**src/logic/dmsc_map.vh**
```
// Constants for the dual channel mode serial control block.
// Assumes inclusion by bare name from the design file.
`ifndef DMSC_MAP_VH
`define DMSC_MAP_VH

// Serial word layout
`define DMSC_WORD_W       7
`define DMSC_MODE_W       5
`define DMSC_BIT_CH1_EN   6
`define DMSC_BIT_CH2_EN   5
`define DMSC_BIT_LOW_LEAK_SELECT    4
`define DMSC_BIT_TERM     3
`define DMSC_BIT_SLEW_HI  2
`define DMSC_BIT_SLEW_LO  1
`define DMSC_BIT_LOAD_CAL_FORCE    0
`define DMSC_DRV_W        3
`define DMSC_SLEW_W       2
`define DMSC_SYNC_W       9

// Synchroniser reset: chip select idle high, serial clock idle low
`define DMSC_SYNC_RST     9'h002
`define DMSC_FLAGS_OFF    2'h0
`define DMSC_COMP_ON      2'h3

// Mode latch reset value: low leakage set, all else clear
`define DMSC_MODE_RST     5'h10
`define DMSC_WORD_RST     7'h00

// Slew codes
`define DMSC_SLEW_100     2'h0
`define DMSC_SLEW_75      2'h1
`define DMSC_SLEW_50      2'h2
`define DMSC_SLEW_25      2'h3

// Driver output state codes
`define DMSC_DRV_LOW      3'h0
`define DMSC_DRV_HIGH     3'h1
`define DMSC_DRV_TERM     3'h2
`define DMSC_DRV_HIZ      3'h3
`define DMSC_DRV_LOW_LEAK_SELECT    3'h4

`endif

```
**src/logic/dmsc_serial_ctrl.v**
```verilog
// Serial control port and per-channel mode latches of a dual pin driver.
// Assumes serial pins and high-speed inputs are asynchronous to i_clk;
// the serial clock is far slower than i_clk (at least 4 samples per phase).
`timescale 1ns/1ps
`include "dmsc_map.vh"

module dmsc_serial_ctrl (
    input  wire        i_clk,
    input  wire        i_rst_n,
    input  wire        i_sclk,
    input  wire        i_cs_n,
    input  wire        i_sdin,
    input  wire [1:0]  i_data_in,
    input  wire [1:0]  i_receive_select_in,
    input  wire [1:0]  i_load_enable_in,
    output reg  [4:0]  o_chan_one_mode,
    output reg  [4:0]  o_chan_two_mode,
    output reg  [5:0]  o_drive_state,
    output reg  [3:0]  o_slew_select,
    output reg  [1:0]  o_load_on,
    output reg  [1:0]  o_clamp_on,
    output reg  [1:0]  o_comp_on
);

    // ****************************************
    // Input synchronisers
    // ****************************************
    reg  [`DMSC_SYNC_W-1:0]  sync1_reg;
    reg  [`DMSC_SYNC_W-1:0]  sync2_reg;
    reg         sclk_d_reg;
    reg         cs_d_reg;

    always @(posedge i_clk) begin
        if (!i_rst_n) begin
            sync1_reg  <= `DMSC_SYNC_RST;
            sync2_reg  <= `DMSC_SYNC_RST;
            sclk_d_reg <= 1'b0;
            cs_d_reg   <= 1'b1;
        end else begin
            sync1_reg  <= {i_load_enable_in, i_receive_select_in, i_data_in,
                           i_sdin, i_cs_n, i_sclk};
            sync2_reg  <= sync1_reg;
            sclk_d_reg <= sync2_reg[0];
            cs_d_reg   <= sync2_reg[1];
        end
    end

    wire        sclk_s  = sync2_reg[0];
    wire        cs_n_s  = sync2_reg[1];
    wire        sdin_s  = sync2_reg[2];
    wire [1:0]  data_s  = sync2_reg[4:3];
    wire [1:0]  rcv_s   = sync2_reg[6:5];
    wire [1:0]  load_enable_in_s  = sync2_reg[8:7];
    wire        sclk_rise = sclk_s & ~sclk_d_reg;
    wire        cs_rise   = cs_n_s & ~cs_d_reg;

    // ****************************************
    // Shift register and mode latches
    // ****************************************
    reg  [`DMSC_WORD_W-1:0]  shift_reg;
    reg  [`DMSC_WORD_W-1:0]  shift_next;
    reg  [`DMSC_MODE_W-1:0]  mode1_reg;
    reg  [`DMSC_MODE_W-1:0]  mode2_reg;

    always @* begin
        shift_next = shift_reg;
        if (!cs_n_s && sclk_rise)
            shift_next = {shift_reg[`DMSC_WORD_W-2:0], sdin_s};
    end

    always @(posedge i_clk) begin
        if (!i_rst_n) begin
            shift_reg <= `DMSC_WORD_RST;
            mode1_reg <= `DMSC_MODE_RST;
            mode2_reg <= `DMSC_MODE_RST;
        end else begin
            shift_reg <= shift_next;
            if (cs_rise) begin
                if (shift_reg[`DMSC_BIT_CH1_EN])
                    mode1_reg <= shift_reg[`DMSC_MODE_W-1:0];
                if (shift_reg[`DMSC_BIT_CH2_EN])
                    mode2_reg <= shift_reg[`DMSC_MODE_W-1:0];
            end
        end
    end

    // ****************************************
    // Per-channel mode decode
    // ****************************************
    wire [`DMSC_MODE_W*2-1:0] modes = {mode2_reg, mode1_reg};
    wire [`DMSC_DRV_W*2-1:0]  drv_next;
    wire [1:0]                load_next;
    wire [1:0]                clamp_next;
    wire [`DMSC_SLEW_W*2-1:0] slew_next;

    genvar ch;
    generate
        for (ch = 0; ch < 2; ch = ch + 1) begin : g_chan
            wire [`DMSC_MODE_W-1:0] m     = modes[ch*`DMSC_MODE_W +: `DMSC_MODE_W];
            wire                    low_leak_select = m[`DMSC_BIT_LOW_LEAK_SELECT];
            wire                    term  = m[`DMSC_BIT_TERM];
            wire                    load_cal_force = m[`DMSC_BIT_LOAD_CAL_FORCE];
            reg  [`DMSC_DRV_W-1:0]  drv_c;
            reg                     load_c;
            reg                     clamp_c;

            always @* begin
                drv_c   = `DMSC_DRV_LOW_LEAK_SELECT;
                load_c  = 1'b0;
                clamp_c = 1'b0;
                if (low_leak_select) begin
                    // Low leakage wins over load enable and calibrate
                    drv_c   = `DMSC_DRV_LOW_LEAK_SELECT;
                    load_c  = 1'b0;
                    clamp_c = 1'b0;
                end else begin
                    load_c = load_enable_in_s[ch] | load_cal_force;
                    if (!rcv_s[ch]) begin
                        if (data_s[ch])
                            drv_c = `DMSC_DRV_HIGH;
                        else
                            drv_c = `DMSC_DRV_LOW;
                    end else if (term) begin
                        drv_c = `DMSC_DRV_TERM;
                    end else begin
                        // Clamps only in high impedance
                        drv_c   = `DMSC_DRV_HIZ;
                        clamp_c = 1'b1;
                    end
                end
            end

            assign drv_next[ch*`DMSC_DRV_W +: `DMSC_DRV_W]    = drv_c;
            assign load_next[ch]                              = load_c;
            assign clamp_next[ch]                             = clamp_c;
            assign slew_next[ch*`DMSC_SLEW_W +: `DMSC_SLEW_W] =
                m[`DMSC_BIT_SLEW_HI:`DMSC_BIT_SLEW_LO];
        end
    endgenerate

    // ****************************************
    // Registered outputs
    // ****************************************
    always @(posedge i_clk) begin
        if (!i_rst_n) begin
            o_chan_one_mode <= `DMSC_MODE_RST;
            o_chan_two_mode <= `DMSC_MODE_RST;
        end else begin
            o_chan_one_mode <= mode1_reg;
            o_chan_two_mode <= mode2_reg;
        end
    end

    // Decoded outputs change in the same cycle as the mode mirrors
    always @(posedge i_clk) begin
        if (!i_rst_n) begin
            o_drive_state <= {`DMSC_DRV_LOW_LEAK_SELECT, `DMSC_DRV_LOW_LEAK_SELECT};
            o_slew_select <= {`DMSC_SLEW_100, `DMSC_SLEW_100};
            o_load_on     <= `DMSC_FLAGS_OFF;
            o_clamp_on    <= `DMSC_FLAGS_OFF;
            o_comp_on     <= `DMSC_FLAGS_OFF;
        end else begin
            o_drive_state <= drv_next;
            // Code 00..11 maps to 100/75/50/25 percent
            o_slew_select <= slew_next;
            o_load_on     <= load_next;
            o_clamp_on    <= clamp_next;
            o_comp_on     <= `DMSC_COMP_ON;
        end
    end

endmodule // dmsc_serial_ctrl
```
**config.mk**
```make
export PLATFORM = sky130hd
export DESIGN_NAME = dmsc_serial_ctrl
export DESIGN_NICKNAME = d
export VERILOG_FILES = /design/src/logic/dmsc_serial_ctrl.v
export VERILOG_INCLUDE_DIRS = /design/src /design/src/logic
export SDC_FILE = /design/constraint.sdc
export NUM_CORES = 1
export LEC_CHECK = 0
export BUFFER_PORTS_ARGS = -buffer_cell sky130_fd_sc_hd__buf_2
export CORE_ASPECT_RATIO = 0.5
export CORE_MARGIN = 3
export CORE_UTILIZATION = 56
export CTS_CLUSTER_DIAMETER = 30
export DETAILED_ROUTE_END_ITERATION = 10
export PLACE_DENSITY = 0.92
export SYNTH_ARGS = -nofsm -noshare
export SYNTH_HDL_FRONTEND = slang
export SYNTH_SLANG_ARGS = --single-unit
```
**constraint.sdc**
```tcl
create_clock -name i_clk -period 1.33 [get_ports i_clk]
set_input_delay 0.266 -clock i_clk [delete_from_list [all_inputs] [get_ports i_clk]]
set_output_delay 0.266 -clock i_clk [all_outputs]
set_load 0.02 [all_outputs]
```
# --- Word-level counts from Yosys, hierarchy flattened ---
# Index checks and enable logic that the tools add are counted.
totals:
  ff_bits: 63
  out_inout_bits: 26
op_classes:
  muxes: 9
  n_bitwise: 9
  reduce_logical: 8
op_table:
  columns: ["cell", "n"]
  rows:
  - ["$mux W1", 6]
  - ["$mux W3", 2]
  - ["$reduce_or A3 Y1", 2]
  - ["$not A1 Y1", 5]
  - ["$reduce_and A2 Y1", 2]
  - ["$reduce_or A2 Y1", 2]
  - ["$and A1 B1 Y1", 2]
  - ["$mux W2", 1]
  - ["$or A1 B1 Y1", 2]
  - ["$logic_and A1 B1 Y1", 1]
  - ["$logic_not A1 Y1", 1]

# --- Depth between registers and ports, before layout ---
logic_depth:
  word_depth: 3
  ltp_mapped: 4

# --- Least setup slack after synthesis ---
# No wires, ideal clock.
synth_path:
  path_kind: "flip-flop to flip-flop"
  start: "register sync2_reg[1]"
  end: "register shift_reg[3]"
  setup_time_ns: 0.072
  stages_incl_launch_ff: 4
  path_slack_ns: 0.461
  t_arrival_ns: 0.797
  period_less_slack_ns: 0.869
  path_buffers: 1
  path_cell_list: "dfxtp_1 > nor3b_2 > buf_4 > mux2i_1"
synth_between:
  elab_chain_len: 2
synth_rtl:
  columns: ["element", "line", "source"]
  rows:
  - ["start: declaration", "dmsc_serial_ctrl.v:29", "reg [`DMSC_SYNC_W-1:0] sync2_reg;"]
  - ["start signal: assignment", "dmsc_serial_ctrl.v:36", "sync2_reg <= `DMSC_SYNC_RST;"]
  - ["start signal: assignment", "dmsc_serial_ctrl.v:42", "sync2_reg <= sync1_reg;"]
  - ["$logic_not A1 Y1", "dmsc_serial_ctrl.v:67", "if (!cs_n_s && sclk_rise)"]
  - ["$logic_and A1 B1 Y1", "dmsc_serial_ctrl.v:67", null]
  - ["end signal: assignment", "dmsc_serial_ctrl.v:73", "shift_reg <= `DMSC_WORD_RST;"]
  - ["end signal: assignment", "dmsc_serial_ctrl.v:77", "shift_reg <= shift_next;"]
  - ["end: declaration", "dmsc_serial_ctrl.v:60", "reg [`DMSC_WORD_W-1:0] shift_reg;"]
# Every way passes these cells.
# A chain may end at the register's enable or synchronous reset.

# --- Final worst setup path ---
layout_path:
  start: "register sync2_reg[1]"
  end: "register mode2_reg[0], in the netlist g_chan[1].m[0]"
layout_between:
  elab_chain_len: 2
layout_rtl:
  columns: ["element", "line", "source"]
  rows:
  - ["$and A1 B1 Y1", "dmsc_serial_ctrl.v:55", "wire cs_rise = cs_n_s & ~cs_d_reg;"]
  - ["$reduce_and A2 Y1 (no line)", null, null]
  - ["end signal: assignment", "dmsc_serial_ctrl.v:75", "mode2_reg <= `DMSC_MODE_RST;"]
  - ["end signal: assignment", "dmsc_serial_ctrl.v:82", "mode2_reg <= shift_reg[`DMSC_MODE_W-1:0];"]
  - ["end: declaration", "dmsc_serial_ctrl.v:63", "reg [`DMSC_MODE_W-1:0] mode2_reg;"]
# Every way passes these cells.

==> results.cfg <==
[synthesis]
synthTopCellsByCount = dfxtp_1, and2_1, mux2i_1, nand2_1, inv_1
synth-xor-area-share_pct = 0
yosysWarnings = 0
synthArstFlopShare_pct = 0
synth.most_common_cell = dfxtp_1
synth_compound_area_share_pct = 0.770
synthFlopType = dfxtp_1
synth_top_family_by_area = simple AND/OR/NAND/NOR gates
syn_nets = 166
synth_edf_count = 0
synth_largest_area_cell = dfxtp_1
synth_fa_ha_area_share_pct = 0
ys_ff_latch = 58
synthMuxAreaShare_pct = 9.52
seq_area_frac_synth_pct = 64.9
synthDistinctLibCells = 21
syn-mean-instance-area_um2 = 11.5
netlist_instances = 155
synth_area_um2 = 1790
yosysTopAreaCellShare_pct = 64.9
synthTopCellsByArea = dfxtp_1, mux2i_1, and2_1, nand2_1, buf_4
synth-simple-area-share_pct = 17.5

[worst_setup_path]
critPathSlowestCell = and3b_1
endpoint_kind = flop
cp.required_ns = 1.58
crit_type = flop to flop
cp_max_fo = 5
startpoint_type = flop
cp.arrival_ns = 1.40
crit_chain = and3b_1, mux2i_1
critical_path.max_stage_delay_ns = 0.43

[global_route]
grt_pass1_wl_um = 4830
grt_max_degree = 23
grt_pass1_vias = 1065
overflow = 0
gr-usage-all-layers_pct = 17.9
antenna_found_initial = 0

[timing]
worst_pin_slew_ns = 0.379
fin_skew_ns = 0.00390
min_period_over_period_pct = 86.5
slew_headroom_pct = 74.7
timing.hold.ws_ns = 0.124
slew_viol_final = 0
period_minus_slack_ns = 1.15
rsz0062_at_grt = false
fmax_mhz = 869
report.final.setup_viol = 0
final_hold_viol_count = 0
setup_tns_ns = 0

[min_path]
hp-class = primary input to flop

[clocking]
clkTransAtPathRegs_ns = 0.06
clock_latency_ns = 0.32
post_cts_buffers = 0
cts_resized = 0
ctsHoldBuffers = 0
cts_made_buffers = 9
cts_htree_levels = 3
cts_tree = done
clock_path_buffers = 2
cts.sinks = 58
clock-root-buffer = clkbuf_8

[power_and_ir_drop]
peakVddDrop_uv = 983
swShare_pct = 19.9
seqPwrFrac_pct = 54.2
clkPwrFrac_pct = 43.7
intPower_mw = 2.62
power_switching_mw = 0.654
leakagePower_nw = 1.01
combPwrFrac_pct = 2.1
p_total_mw = 3.28
p_per_area_nw_per_um2 = 1540

[floorplanning]
die_width_um = 85.9
core_um2 = 2810
ioPinCount = 37
die_area_um2 = 3950
start_util_pct = 63.5
row_count = 13
fp.dieH_um = 46.0

[finish]
largest_register_ffs = 10
design_area_um2 = 2130
drive_above_1_share_pct = 29.1
n_antenna_cell = 0
area_delta_synth_final_pct = 19.4
num-nets-final = 205
fillers = 170

[placed_design]
place_area_um2 = 1950
hpwl_um = 1910
gp_congestion = 0.714
portBuffers = 36

[detailed_routing]
vias = 1100
drtAntennaViolNets = 0
routed_wl_um = 3080
dr.pass1.iters = 4
wl_per_cell_um = 13.0
drc = 0
viasPerCell = 4.66
drt_iter0_drc = 35

[status]
run_status = complete, no violations

[job]
drv_cap = 0
path summary, 6_finish.rpt:
| path | startpoint | to | slack (ns) | cells after the start |
|---|---|---|---|---|
| min | i_cs_n | sync1_reg[1] | 0.12 | 2 |
| max reg2reg | sync2_reg[1] | g_chan[1].m[0] | 0.18 | 2 |
| min reg2reg | sync1_reg[1] | sync2_reg[1] | 0.41 | 1 |
| max | sync2_reg[1] | g_chan[1].m[0] | 0.18 | 2 |
per-stage QoR:
stage	util, %	worst slack [ns]	instances
final	75.9	0.179	236
after global routing	75.9	0.117	236
after CTS	75.9	0.192	236
after detailed placement	69.4	0.216	220
after global placement	69.4	0.266	220
after floorplan	-	0.461	155
worst max-delay path: cells and delay by family (launching register included):
kind          cells  cell delay, ns
flops             1            0.41
mux               1            0.24
simple gates      1            0.43
power by group through the flow:
| stage | combinational, mW | sequential, mW | clock [mW] |
|---|---|---|---|
| final | 0.0683 | 1.78 | 1.43 |
| after global placement | 0.0661 | 1.81 | 0 |
| after detailed placement | 0.0690 | 1.81 | 0 |
| after floorplan | 0.0468 | 1.81 | 0 |
| after CTS | 0.0694 | 1.78 | 1.47 |
| after global routing | 0.0762 | 1.78 | 1.54 |
cells by family (layout without fill, tap and decap cells):
group | count (synthesis) | after routing
compound gates | 2 | 2
buf+inv | 23 | 67
flops | 58 | 58
mux | 17 | 17
simple gates | 55 | 55
routing by layer:
| layer | track usage [%] | share of wire [%] | vias to the layer above |
|---|---|---|---|
| li1 | - | - | 553 |
| met1 | 17.7 | 41 | 498 |
| met2 | 30.0 | 49 | 39 |
| met3 | 8.84 | 7.5 | 10 |
| met4 | 13.9 | 2.9 | 0 |
| met5 | 0 | 0 | - |
area by class of cell:
type	count	area, um^2	area share (%)
clock buffers	14	173	8.09
clock inverters	2	10.0	0.469
inverters	12	45.0	2.11
multi-input cells	74	497	23.3
flip-flops and latches	58	1160	54.4
well taps	37	46.3	2.17
repair buffers	39	203	9.50
placed cells by master, fill, tap and decap left out, drive strengths merged:
master and count:
and3b 3, and2b 2, clkbuf 14, buf 39
nor3b 1, nand2 16, nand2b 7, mux2i 17
dfxtp 58, nor2b 2, nand3b 1, clkinv 2
inv 12, nor2 5, a21oi 2, and2 18
No activity file was read; power rests on OpenSTA's default activity.
